## src/core/dds_consts.svh

```systemverilog
// timing, offsets, field positions and reset values of the drive status block
`ifndef DDS_CONSTS_SVH
`define DDS_CONSTS_SVH
// ---------------------------------------------------------------------------
// timing
// ---------------------------------------------------------------------------
`define DDS_CLK_PERIOD_NS 4
`define DDS_STEP_DROP_NS  500
`define DDS_STEP_DROP_CYC (((`DDS_STEP_DROP_NS) + (`DDS_CLK_PERIOD_NS) - 1) / (`DDS_CLK_PERIOD_NS))
`define DDS_DESEL_MIN_NS  500
`define DDS_DESEL_CYC     (((`DDS_DESEL_MIN_NS) + (`DDS_CLK_PERIOD_NS) - 1) / (`DDS_CLK_PERIOD_NS))
`define DDS_READY_PCT     7'h5A
// ---------------------------------------------------------------------------
// register map
// ---------------------------------------------------------------------------
`define DDS_REG_CTRL      8'h00
`define DDS_REG_STATUS    8'h04
`define DDS_CTRL_REZERO   0
`define DDS_CTRL_WINH     1
`define DDS_CTRL_RESET    1'h0
`define DDS_STS_READY     5
`define DDS_STS_FAULT     6
`define DDS_STS_SETTLED   7
`define DDS_STS_SELECTED  8
`define DDS_RESP_OKAY     2'h0
`define DDS_RESP_SLVERR   2'h2
`define DDS_RESP_DECERR   2'h3
`endif

```

## src/core/dds_pkg.sv

```systemverilog
// types shared by the drive status block
package dds_pkg;
  // head positioning states, one-hot
  typedef enum logic [4:0] {
    DDS_SPINUP    = 5'h01,
    DDS_RECAL     = 5'h02,
    DDS_SETTLED   = 5'h04,
    DDS_STEP_WAIT = 5'h08,
    DDS_SEEKING   = 5'h10
  } dds_state_e;
  // open-collector status lines towards the host
  typedef struct packed {
    logic ready;
    logic write_fault;
    logic seek_complete;
    logic drive_selected;
  } dds_stat_s;
  // commands towards the actuator servo
  typedef struct packed {
    logic park;
    logic recal;
    logic step;
  } dds_act_s;
endpackage

```

## src/core/dds_status_if.sv

```systemverilog
// drive status, fault latch and flux qualification with an axi4-lite register port
// How it works
// RULE1: ready and settled together mark valid operation
// RULE2: not ready blocks reads, writes and seeks
// RULE3: not ready parks heads at landing zone
// RULE4: ready asserts at 90 percent spindle speed
// RULE5: ready typically about 20 s after power
// RULE6: write fault blocks writing and stays latched
// RULE7: fault clears after condition gone and deselect
// RULE8: fault is write current without write gate
// RULE9: settled asserts when heads rest on track
// RULE10: host avoids transfers while not settled
// RULE11: settled low during power-on recalibration
// RULE12: settled drops 500 ns after first step
// RULE13: settled shown only while unit selected
// RULE14: write flux per rising pair edge, gated
// RULE15: host holds write pair inactive when reading
// RULE16: read pair pulses per flux when not writing
// RULE17: selected status when strap-matching select active
// RULE18: every power-on starts recalibration to zero
// RULE19: no seeking before spindle reaches speed
// RULE20: status outputs enabled only while selected
// RULE21: write gate active low, high allows steps
// RULE22: deselect interval counted, restarted on select
`timescale 1ns/1ns
`include "dds_consts.svh"
module dds_status_if (
  // clock, reset, enable
  input  wire logic         aclk,
  input  wire logic         aresetn,
  input  wire logic         ce,
  // axi4-lite write channels
  input  wire logic         s_axi_awvalid,
  output logic              s_axi_awready,
  input  wire logic [7:0]   s_axi_awaddr,
  input  wire logic         s_axi_wvalid,
  output logic              s_axi_wready,
  input  wire logic [31:0]  s_axi_wdata,
  input  wire logic [3:0]   s_axi_wstrb,
  output logic              s_axi_bvalid,
  input  wire logic         s_axi_bready,
  output logic [1:0]        s_axi_bresp,
  // axi4-lite read channels
  input  wire logic         s_axi_arvalid,
  output logic              s_axi_arready,
  input  wire logic [7:0]   s_axi_araddr,
  output logic              s_axi_rvalid,
  input  wire logic         s_axi_rready,
  output logic [31:0]       s_axi_rdata,
  output logic [1:0]        s_axi_rresp,
  // host pins, asynchronous
  input  wire logic [3:0]   unit_sel_n,
  input  wire logic [1:0]   unit_strap,
  input  wire logic         write_gate_n,
  input  wire logic         step_n,
  input  wire logic         encoded_flux_out_p,
  input  wire logic         encoded_flux_out_n,
  output logic              encoded_flux_in_p,
  output logic              encoded_flux_in_n,
  output dds_pkg::dds_stat_s stat_out,
  output dds_pkg::dds_stat_s stat_oe,
  // drive internals, same clock
  input  wire logic [6:0]   spindle_pct,
  input  wire logic         write_current,
  input  wire logic         heads_at_rest,
  input  wire logic         at_track0,
  input  wire logic         flux_detect,
  output logic              flux_write,
  output dds_pkg::dds_act_s act
);
  // -------------------------------------------------------------------------
  // pin synchronisers and timers
  // -------------------------------------------------------------------------
  logic [9:0]          pins_s;
  logic [3:0]          sel_n_s;
  logic [1:0]          strap_s;
  logic                wg_n_s;
  logic                step_n_s;
  logic                fo_p_s;
  logic                fo_n_s;
  logic                step_done;
  logic                desel_done;
  logic                selected;
  logic                step_edge;
  logic                step_ok;
  logic                step_first;
  logic                settled;
  logic                wr_diff;
  logic                wr_rise;
  logic                write_en;
  logic                read_en;
  logic                fault_cond;

  dds_sync #(.W(10)) u_sync (
    .aclk    (aclk),
    .aresetn (aresetn),
    .ce      (ce),
    .d       ({unit_sel_n, unit_strap, write_gate_n, step_n, encoded_flux_out_p, encoded_flux_out_n}),
    .q       (pins_s)
  );
  assign {sel_n_s, strap_s, wg_n_s, step_n_s, fo_p_s, fo_n_s} = pins_s;

  dds_timer u_step_tmr (
    .aclk    (aclk),
    .aresetn (aresetn),
    .ce      (ce),
    .clr     (step_first),  // later steps of a series keep the first drop time [RULE12]
    .limit   (8'(`DDS_STEP_DROP_CYC)),
    .done    (step_done)
  );

  // restarts whenever the unit is selected again [RULE22]
  dds_timer u_desel_tmr (
    .aclk    (aclk),
    .aresetn (aresetn),
    .ce      (ce),
    .clr     (selected),
    .limit   (8'(`DDS_DESEL_CYC)),
    .done    (desel_done)
  );

  // -------------------------------------------------------------------------
  // state registers
  // -------------------------------------------------------------------------
  dds_pkg::dds_state_e state_reg, state_next;
  logic                ready_reg, ready_next;
  logic                fault_reg, fault_next;
  logic [1:0]          strap_reg, strap_next;
  logic [1:0]          scap_reg, scap_next;
  logic                step_n_d_reg, step_n_d_next;
  logic                wr_diff_d_reg, wr_diff_d_next;
  logic                flux_write_next;
  logic                flux_in_p_next;
  dds_pkg::dds_stat_s  stat_oe_next;
  dds_pkg::dds_act_s   act_next;
  logic                rezero_reg, rezero_next;
  logic                winh_reg, winh_next;

  // no unit counts as selected until the strap is caught, after the synchroniser fills
  assign selected   = ~sel_n_s[strap_reg] & (scap_reg == 2'h3); // [RULE17]
  assign step_first = step_ok & (state_reg == dds_pkg::DDS_SETTLED);
  assign step_edge  = step_n_d_reg & ~step_n_s;
  assign step_ok    = step_edge & wg_n_s & ready_reg             // [RULE21] [RULE2]
                      & (state_reg != dds_pkg::DDS_SPINUP) & (state_reg != dds_pkg::DDS_RECAL);
  assign settled    = (state_reg == dds_pkg::DDS_SETTLED) | (state_reg == dds_pkg::DDS_STEP_WAIT);
  // inactive pair sits with p below n, so p high and n low is the active leg [RULE15]
  assign wr_diff    = fo_p_s & ~fo_n_s;
  assign wr_rise    = wr_diff & ~wr_diff_d_reg;
  assign fault_cond = write_current & wg_n_s;                    // [RULE8]
  // writing needs ready, settled heads, no fault and write gate low [RULE1] [RULE10] [RULE6]
  assign write_en   = ready_reg & settled & ~fault_reg & ~wg_n_s & ~winh_reg;
  assign read_en    = ready_reg & wg_n_s;

  // head positioning, fault latch and pin qualification
  always_comb
  begin
    // threshold on speed alone; the ~20 s spin-up is the motor's, not timed here [RULE4] [RULE5]
    ready_next = (spindle_pct >= `DDS_READY_PCT);
    state_next = state_reg;
    unique case (state_reg)
      dds_pkg::DDS_SPINUP:    if (ready_reg) state_next = dds_pkg::DDS_RECAL;      // [RULE18] [RULE19]
      dds_pkg::DDS_RECAL:     if (at_track0 && heads_at_rest) state_next = dds_pkg::DDS_SETTLED; // [RULE9]
      dds_pkg::DDS_SETTLED:
        if (rezero_reg)
          state_next = dds_pkg::DDS_RECAL;
        else if (step_ok)
          state_next = dds_pkg::DDS_STEP_WAIT;
      dds_pkg::DDS_STEP_WAIT: if (step_done) state_next = dds_pkg::DDS_SEEKING;    // [RULE12]
      dds_pkg::DDS_SEEKING:   if (heads_at_rest && !step_ok) state_next = dds_pkg::DDS_SETTLED; // [RULE9]
      default:                state_next = dds_pkg::DDS_SPINUP;
    endcase
    // losing speed overrides any seek and parks the heads [RULE3] [RULE2]
    if (!ready_reg)
      state_next = dds_pkg::DDS_SPINUP;
    // set wins over clear; clear needs condition gone and long deselect [RULE6] [RULE7]
    fault_next      = fault_cond | (fault_reg & ~desel_done);
    scap_next       = (scap_reg == 2'h3) ? scap_reg : scap_reg + 2'h1;
    strap_next      = (scap_reg == 2'h2) ? strap_s : strap_reg;
    step_n_d_next   = step_n_s;
    wr_diff_d_next  = wr_diff;
    flux_write_next = wr_rise & write_en;                        // [RULE14]
    flux_in_p_next  = flux_detect & read_en;                     // [RULE16]
    // every status line is gated by the unit's own select [RULE20] [RULE13] [RULE11]
    stat_oe_next.ready          = ready_reg & selected;
    stat_oe_next.write_fault    = fault_reg & selected;
    stat_oe_next.seek_complete  = settled & ready_reg & selected;
    stat_oe_next.drive_selected = selected;                      // [RULE17]
    act_next.park  = (state_next == dds_pkg::DDS_SPINUP);        // [RULE3]
    act_next.recal = (state_next == dds_pkg::DDS_RECAL);         // [RULE18]
    act_next.step  = step_ok;
  end

  always_ff @(posedge aclk)
  begin
    if (!aresetn)
    begin
      state_reg         <= dds_pkg::DDS_SPINUP;
      ready_reg         <= 1'b0;
      fault_reg         <= 1'b0;
      strap_reg         <= 2'h0;
      scap_reg          <= 2'h0;
      step_n_d_reg      <= 1'b0;  // matches the synchroniser's reset, so no false edge
      wr_diff_d_reg     <= 1'b0;
      flux_write        <= 1'b0;
      encoded_flux_in_p <= 1'b0;
      encoded_flux_in_n <= 1'b1;
      stat_oe           <= '0;
      act               <= 3'h4;
    end
    else if (ce)
    begin
      state_reg         <= state_next;
      ready_reg         <= ready_next;
      fault_reg         <= fault_next;
      strap_reg         <= strap_next;
      scap_reg          <= scap_next;
      step_n_d_reg      <= step_n_d_next;
      wr_diff_d_reg     <= wr_diff_d_next;
      flux_write        <= flux_write_next;
      encoded_flux_in_p <= flux_in_p_next;
      encoded_flux_in_n <= ~flux_in_p_next;
      stat_oe           <= stat_oe_next;
      act               <= act_next;
    end
  end

  // open-collector lines only ever pull low
  assign stat_out = '0;

  // -------------------------------------------------------------------------
  // axi4-lite slave
  // -------------------------------------------------------------------------
  logic        awh_reg, awh_next;
  logic        wh_reg, wh_next;
  logic [7:0]  awa_reg, awa_next;
  logic [31:0] wd_reg, wd_next;
  logic        ws_reg, ws_next;
  logic        bv_reg, bv_next;
  logic [1:0]  br_reg, br_next;
  logic        rv_reg, rv_next;
  logic [31:0] rd_reg, rd_next;
  logic [1:0]  rr_reg, rr_next;
  logic [31:0] status_word;

  assign status_word = {23'h000000, selected, settled, fault_reg, ready_reg, state_reg};
  // channels close while a response waits, so one write is in flight at a time
  assign s_axi_awready = ~awh_reg & ~bv_reg;
  assign s_axi_wready  = ~wh_reg & ~bv_reg;
  assign s_axi_arready = ~rv_reg;

  // address and data accepted in either order, committed once both are held
  always_comb
  begin
    awh_next    = awh_reg | (s_axi_awvalid & s_axi_awready);
    wh_next     = wh_reg | (s_axi_wvalid & s_axi_wready);
    awa_next    = (s_axi_awvalid & s_axi_awready) ? s_axi_awaddr : awa_reg;
    wd_next     = (s_axi_wvalid & s_axi_wready) ? s_axi_wdata : wd_reg;
    ws_next     = (s_axi_wvalid & s_axi_wready) ? s_axi_wstrb[0] : ws_reg;
    bv_next     = bv_reg & ~s_axi_bready;
    br_next     = br_reg;
    rezero_next = 1'b0;
    winh_next   = winh_reg;
    if (awh_reg && wh_reg && !bv_reg)
    begin
      awh_next = 1'b0;
      wh_next  = 1'b0;
      bv_next  = 1'b1;
      if (awa_reg == `DDS_REG_CTRL)
      begin
        br_next = `DDS_RESP_OKAY;
        if (ws_reg)
        begin
          rezero_next = wd_reg[`DDS_CTRL_REZERO];
          winh_next   = wd_reg[`DDS_CTRL_WINH];
        end
      end
      else if (awa_reg == `DDS_REG_STATUS)
        br_next = `DDS_RESP_SLVERR;  // read-only
      else
        br_next = `DDS_RESP_DECERR;
    end
    rv_next = rv_reg & ~s_axi_rready;
    rd_next = rd_reg;
    rr_next = rr_reg;
    if (s_axi_arvalid && s_axi_arready)
    begin
      rv_next = 1'b1;
      rr_next = `DDS_RESP_OKAY;
      if (s_axi_araddr == `DDS_REG_CTRL)
        rd_next = {30'h00000000, winh_reg, 1'b0};
      else if (s_axi_araddr == `DDS_REG_STATUS)
        rd_next = status_word;
      else
      begin
        rd_next = 32'h00000000;
        rr_next = `DDS_RESP_DECERR;
      end
    end
  end

  always_ff @(posedge aclk)
  begin
    if (!aresetn)
    begin
      awh_reg    <= 1'b0;
      wh_reg     <= 1'b0;
      awa_reg    <= 8'h00;
      wd_reg     <= 32'h00000000;
      ws_reg     <= 1'b0;
      bv_reg     <= 1'b0;
      br_reg     <= 2'h0;
      rv_reg     <= 1'b0;
      rd_reg     <= 32'h00000000;
      rr_reg     <= 2'h0;
      rezero_reg <= `DDS_CTRL_RESET;
      winh_reg   <= `DDS_CTRL_RESET;
    end
    else if (ce)
    begin
      awh_reg    <= awh_next;
      wh_reg     <= wh_next;
      awa_reg    <= awa_next;
      wd_reg     <= wd_next;
      ws_reg     <= ws_next;
      bv_reg     <= bv_next;
      br_reg     <= br_next;
      rv_reg     <= rv_next;
      rd_reg     <= rd_next;
      rr_reg     <= rr_next;
      rezero_reg <= rezero_next;
      winh_reg   <= winh_next;
    end
  end

  assign s_axi_bvalid = bv_reg;
  assign s_axi_bresp  = br_reg;
  assign s_axi_rvalid = rv_reg;
  assign s_axi_rdata  = rd_reg;
  assign s_axi_rresp  = rr_reg;
endmodule // dds_status_if

```

## src/core/dds_sync.sv

```systemverilog
// two-flop synchroniser for asynchronous pin inputs
`timescale 1ns/1ns
module dds_sync #(
  parameter int W = 1
) (
  // clock and control
  input  wire logic         aclk,
  input  wire logic         aresetn,
  input  wire logic         ce,
  // data
  input  wire logic [W-1:0] d,
  output logic      [W-1:0] q
);
  logic [W-1:0] meta_reg;
  logic [W-1:0] meta_next;
  logic [W-1:0] q_next;

  // first stage is read only by the second
  always_comb
  begin
    meta_next = ce ? d : meta_reg;
    q_next    = ce ? meta_reg : q;
  end

  always_ff @(posedge aclk)
  begin
    if (!aresetn)
    begin
      meta_reg <= '0;
      q        <= '0;
    end
    else
    begin
      meta_reg <= meta_next;
      q        <= q_next;
    end
  end
endmodule // dds_sync

```

## src/core/dds_timer.sv

```systemverilog
// saturating interval counter with synchronous restart
`timescale 1ns/1ns
module dds_timer (
  // clock and control
  input  wire logic       aclk,
  input  wire logic       aresetn,
  input  wire logic       ce,
  // counting
  input  wire logic       clr,
  input  wire logic [7:0] limit,
  output logic            done
);
  logic [7:0] cnt_reg;
  logic [7:0] cnt_next;

  // saturates so done stays high until the next restart
  always_comb
  begin
    cnt_next = cnt_reg;
    if (clr)
      cnt_next = 8'h00;
    else if (cnt_reg != limit)
      cnt_next = cnt_reg + 8'h01;
  end

  always_ff @(posedge aclk)
  begin
    if (!aresetn)
      cnt_reg <= 8'h00;
    else if (ce)
      cnt_reg <= cnt_next;
  end

  assign done = (cnt_reg == limit);
endmodule // dds_timer

```

## config.mk

```make
export PLATFORM = sky130hd
export DESIGN_NAME = dds_status_if
export DESIGN_NICKNAME = d
export VERILOG_FILES = /design/src/core/dds_pkg.sv /design/src/core/dds_status_if.sv /design/src/core/dds_sync.sv /design/src/core/dds_timer.sv
export VERILOG_INCLUDE_DIRS = /design/src /design/src/core
export SDC_FILE = /design/constraint.sdc
export NUM_CORES = 1
export LEC_CHECK = 0
export ABC_CLOCK_PERIOD_IN_PS = 2500
export BUFFER_PORTS_ARGS = -buffer_cell sky130_fd_sc_hd__buf_2
export CAP_MARGIN = 40
export CELL_PAD_IN_SITES_DETAIL_PLACEMENT = 1
export CELL_PAD_IN_SITES_GLOBAL_PLACEMENT = 2
export CORE_MARGIN = 3
export CORE_UTILIZATION = 29
export DETAILED_ROUTE_END_ITERATION = 8
export HOLD_SLACK_MARGIN = 0.12
export PLACE_DENSITY = 0.76
export SLEW_MARGIN = 20
export SYNTH_ARGS = -nofsm -noshare
export SYNTH_HDL_FRONTEND = slang
export SYNTH_SLANG_ARGS = --single-unit
```

## constraint.sdc

```tcl
create_clock -name aclk -period 2.5 [get_ports aclk]
set_input_delay 0.375 -clock aclk [delete_from_list [all_inputs] [get_ports aclk]]
set_output_delay 0.375 -clock aclk [all_outputs]
set_load 0.02 [all_outputs]
```

* Word level (Yosys, flattened, before mapping)
Index checks and enable logic that the tools add are counted.
** Operators by class
- Add/subtract/negate cells :: 3
- Bitwise gates (word level) :: 47
- Magnitude comparators :: 2
- Equality and inequality tests :: 17
- Multiplexer cells :: 26
- Reduce and logical (&&, ||, !) cells :: 20
** Operator list (count)
- 8-bit 2-to-1 mux :: 4
- 5-bit 2-to-1 mux :: 6
- 1-bit AND :: 27
- 5-bit case mux with 5 select lines :: 1
- 9-bit 2-to-1 mux :: 2
- 8-bit by 1-bit adder with 8-bit output, second input constant :: 2
- 8-bit by 3-bit equality test with 1-bit output, second input constant :: 2
- 8-bit by 7-bit equality test with 1-bit output, second input constant :: 2
- 8-bit logical NOT :: 2
- 8-bit by 7-bit != test with 1-bit output, second input constant :: 2
- 1-bit NOT :: 16
- 2-bit AND reduction :: 8
- 5-bit by 1-bit equality test with 1-bit output, second input constant :: 2
- 5-bit by 2-bit equality test with 1-bit output, second input constant :: 2
- 1-bit 2-to-1 mux :: 9
- 7-bit >= comparator, second input constant :: 1
- 2-bit 2-to-1 mux :: 3
- 5-bit by 3-bit equality test with 1-bit output, second input constant :: 1
- 5-bit by 4-bit equality test with 1-bit output, second input constant :: 1
- 5-bit equality test, second input constant :: 1
- 1-bit logical AND :: 5
- 5-bit by 1-bit != test with 1-bit output, second input constant :: 1
- 5-bit by 2-bit != test with 1-bit output, second input constant :: 1
- 2-bit equality test, second input constant :: 2
- 7 further kinds :: 12
** Word-level totals
- Input bits :: 81
- Flip-flop bits (word level) :: 112
- Logic and storage cells :: 148
- Output and inout bits :: 55

* Logic depth before layout (Yosys ltp)
- Depth after elaboration :: 12
- Mapped depth :: 7

* Modules after synthesis
From an unflattened synthesis, not the netlist that was laid out.
** Unflattened totals
- Cell total of the unflattened synthesis :: 491
- Area total of the unflattened synthesis :: 4384.2 µm²
** Modules (own cells, without submodules)
- dds_status_if :: times used 1, area an instance 2557.5 µm², cells an instance 293
- dds_timer :: times used 2, area an instance 535.5 µm², cells an instance 67
- dds_sync :: times used 1, area an instance 755.7 µm², cells an instance 64

* Worst setup path after synthesis
OpenSTA, ideal clock, no wires.
- Kind :: register to register
- Start :: register strap_reg[0]
- End :: register u_desel_tmr.cnt_reg[6]
- Required time :: 2.379 ns
- Clock period less this slack :: 1.798 ns
- Stages on the path, launching flop included :: 5
- Setup slack :: 0.702 ns
- Data arrival time :: 1.677 ns
- Cells stage by stage :: dfxtp_1 mux4_2 or2_4 a211oi_1 mux2_2
** On the way
- Cells in the longest elaborated chain, start to end :: 6
- Elaborated cells between the ends (all ways) :: 7
- Classes of those cells :: mux (3); bitwise (2); reduce/logical (2)
** Ends and longest elaborated chain
- from (decl) :: RTL line dds_status_if.sv:128 : logic [1:0] strap_reg, strap_next;
- from (signal assigned) :: RTL line dds_status_if.sv:215 : strap_reg <= strap_next;
- 1-bit binary-select mux with 2-bit select * :: RTL line dds_status_if.sv:140 : assign selected = ~sel_n_s[strap_reg] & (scap_reg == 2'h3);
- 1-bit 2-to-1 mux (implied by the code) * :: RTL line dds_status_if.sv:140
- 1-bit NOT * :: RTL line dds_status_if.sv:140
- 1-bit AND * :: RTL line dds_status_if.sv:140
- 2-bit nonzero test (no source line)
- 2-bit AND reduction (no source line)
- to (signal assigned) :: RTL line dds_timer.sv:31 : cnt_reg <= cnt_next;
- to (decl) :: RTL line dds_timer.sv:13 : logic [7:0] cnt_reg;
Every way passes the cells marked *; elsewhere a longest branch is shown, timed or not. The select of a mux whose other input is x is not followed.
A chain may end at the register's enable or synchronous reset.

* Worst setup path after layout
- Start :: register state_reg[0]
- End :: register u_step_tmr.cnt_reg[7]
** On the way
- Cells in the longest elaborated chain, start to end :: 6
- Elaborated cells between the ends (all ways) :: 9
- Classes of those cells :: eq/ne (3); mux (1); bitwise (3); reduce/logical (2)
** Ends and longest elaborated chain
- from (decl) :: RTL line dds_status_if.sv:125 : dds_pkg::dds_state_e state_reg, state_next;
- from (signal assigned) :: RTL line dds_status_if.sv:197 : state_reg <= dds_pkg::DDS_SPINUP;
- from (signal assigned) :: RTL line dds_status_if.sv:212 : state_reg <= state_next;
- 5-bit by 1-bit != test with 1-bit output :: RTL line dds_status_if.sv:144 : & (state_reg != dds_pkg::DDS_SPINUP) & (state_reg != dds_pkg::DDS_RECAL);
- 1-bit AND (2 in series) :: RTL line dds_status_if.sv:144
- 1-bit AND * :: RTL line dds_status_if.sv:141 : assign step_first = step_ok & (state_reg == dds_pkg::DDS_SETTLED);
- 2-bit nonzero test (no source line)
- 2-bit AND reduction (no source line)
- to (signal assigned) :: RTL line dds_timer.sv:31
- to (decl) :: RTL line dds_timer.sv:13
Every way passes the cells marked *; elsewhere a longest branch is shown, timed or not.

==> run summary <==
Status: completed
Number of synthesized flops with an enable pin: 0
Fin. Hold Viols: 0
Number of antenna diodes: 0
Crit path DAT: 2.23 ns
Post-Place Cells: 704
IO Count: 136
Vias in the first global route: 3578
Seq pwr share: 47.9%
WL/cell: 15.6 um
Chip Height: 126 um
Clock H-tree levels: 3
CTS Hold Bufs: 0
Syn avg cell area: 8.90 sq um
Synth Flop Type: dfxtp_1
Post-CTS setup buffer count: 0
Fraction of registers with async set/reset: 0%
Clock root buffer: clkbuf_16
Sequential-to-total area share from yosys stat: 42.2%
Layout cells sized above 1: 20.4%
Part of the power in combinational logic: 9.8%
Non-filler cells, final: 718
Final global-route overflow total: 0
Initial Util: 29.8%
Hold Slack: 0.264 ns
First-pass GRT wire length: 18100 um
Die ar.: 15900 sq um
Drt drc: 0
Nets@finish: 622
DR vias/cell: 4.90
CTS max path bufs: 2
Antenna violations before repair: 0
Critical Path Start Type: flop
Critical-path maximum fanout: 12
Core area: 14000 sq um
Netlist cell types: 60
Critical path type: flop to flop
Hold Crit Class: primary input to flop
Final Slew Violations: 0
Cell Pwr Density: 632 nW/um^2
DR pass1 iterations: 4
WL final: 11200 um
Worst-Margin Slew: 0.549 ns
Slew headroom: 63.1%
Unrepaired setup endpoints after global routing: false
DR iter-0 viols: 165
# rows: 43
Pleak: 2.08 nW
Clock buffer count from CTS: 9
Fin crit period: 2.00 ns
Fmax: 0.500 GHz
Via count: 3521
Clock Skews: 0.00444 ns
WP data required: 2.73 ns
Clk_lat worst skew: 0.34 ns
ANT nets after route: 0
Clock slew at reported path FFs: 0.06 ns
Syn Inst Count: 469
Area grow syn2layout: 17.3%
RD Place Congestion: 0.777
HPWL after DPL: 8290 um
Yosys warns: 0
PortBufs: 74
Die width: 126 um
Cell-internal power: 2.32 mW
Final setup viols: 0
Clock Power Share: 42.3%
Post-CTS sizing: 0
VDD IR-drop max: 0.000292 V
Sw power: 0.774 mW
Setup tns final: 0 ns
Final Cycle Share: 79.9%
GRT Util Overall: 14.2%
Max-Cap Viols: 0
Pin count of the biggest net entering global routing: 33
TritonCTS clock tree: yes
CP endpoint kind: flop
Seq cells post-synth: 88
TritonCTS Sinks: 88
Switching Fraction: 25.0%
Synth Cell Area: 4180 sq um
==> worst max-delay path: stages, from the launching register on <==
cell and delay, ns:
dfxtp_1 0.46, or3_1 0.48, o41ai_4 0.58, nor2_1 0.09, mux2_2 0.28
==> synth_stat cells (all sizes together) (5+ instances only) <==
cell | instances | area (sq um)
ha | 6 | 75.1
inv | 12 | 45.0
a211oi | 5 | 42.5
a22oi | 8 | 60.1
clkbuf | 20 | 75.1
mux2i | 37 | 370
nand4 | 7 | 43.8
nor3 | 6 | 35.0
buf | 35 | 249
or3 | 5 | 31.3
nand2 | 33 | 124
a21oi | 23 | 115
xor2 | 5 | 43.8
dfxtp | 88 | 1760
nand3 | 14 | 70.1
nor2 | 71 | 267
o21ai | 13 | 65.1
nor2b | 10 | 62.6
o211ai | 6 | 45.0
==> through the flow <==
step	setup slack, ns	total power [mW]	cell area (sq um)	util, %
5_1_grt	0.379	3.24	4900	35.0
4_1_cts	0.498	3.15	4900	35.0
6_report	0.502	3.10	4900	35.0
3_5_place_dp	0.389	1.82	4620	33.0
2_1_floorplan	0.702	1.75	4270	-
3_3_place_gp	0.451	1.80	4620	33.0
==> power by group through the flow <==
| stage | registers (mW) | logic (mW) | clock network [mW] |
|---|---|---|---|
| after floorplan | 1.50 | 0.242 | 0 |
| after global placement | 1.51 | 0.295 | 0 |
| after detailed placement | 1.51 | 0.307 | 0 |
| after CTS | 1.48 | 0.308 | 1.36 |
| after global routing | 1.49 | 0.338 | 1.41 |
| final | 1.48 | 0.303 | 1.31 |
==> metal layers <==
metal | part of all wire (%) | wire, um | GRT usage, % | vias up
met2 | 49 | 5530 | 24.4 | 68
met1 | 45 | 5020 | 17.0 | 1712
met4 | 2.3 | 258 | 6.81 | 0
met3 | 3.4 | 380 | 2.63 | 15
li1 | - | - | - | 1726
met5 | 0 | 0 | 0 | -
==> cell type report <==
type / count / area [sq um]
Fill cell: 1664 / 9090
Clock inverter: 4 / 47.5
Clock buffer: 10 / 229
Sequential cell: 88 / 1760
Tap cell: 180 / 225
Multi-Input combinational cell: 340 / 2140
Timing Repair Buffer: 84 / 445
Inverter: 12 / 45.0
==> cell families after synthesis <==
logic type,share of synthesized area (%)
and+or+nand+nor,21.1
DFF,42.2
AOI/OAI and AO/OA,14.2
buffers and inverters,8.84
muxes,10.5
adders and majority gates,1.80
xor gates and xnor gates,1.26
other,0.0898
==> cell usage in the layout, fill, tap and decap left out, types with 8 or more instances in the layout <==
master	instances
conb_1	27
a22oi_1	8
o21ai_0	12
nand2_1	33
buf_4	10
nor2b_1	10
clkbuf_16	9
nand3_1	14
a21oi_1	23
nor2_1	71
mux2i_1	37
buf_2	74
dfxtp_1	88
inv_1	11
==> path summary, 6_finish.rpt <==
path,start,cells past startpoint,to,slack (ns)
max reg2reg,state_reg[0]$_SDFFE_PN1P_,4,u_step_tmr.cnt_reg[7]$_SDFFE_PN0P_,0.50
max,state_reg[0]$_SDFFE_PN1P_,4,u_step_tmr.cnt_reg[7]$_SDFFE_PN0P_,0.50
min reg2reg,act[1]$_SDFFE_PN0P_,2,act[1]$_SDFFE_PN0P_,0.46
min,encoded_flux_out_p,3,u_sync.meta_reg[1]$_SDFFE_PN0P_,0.26
(Power assumes the default switching activity.)
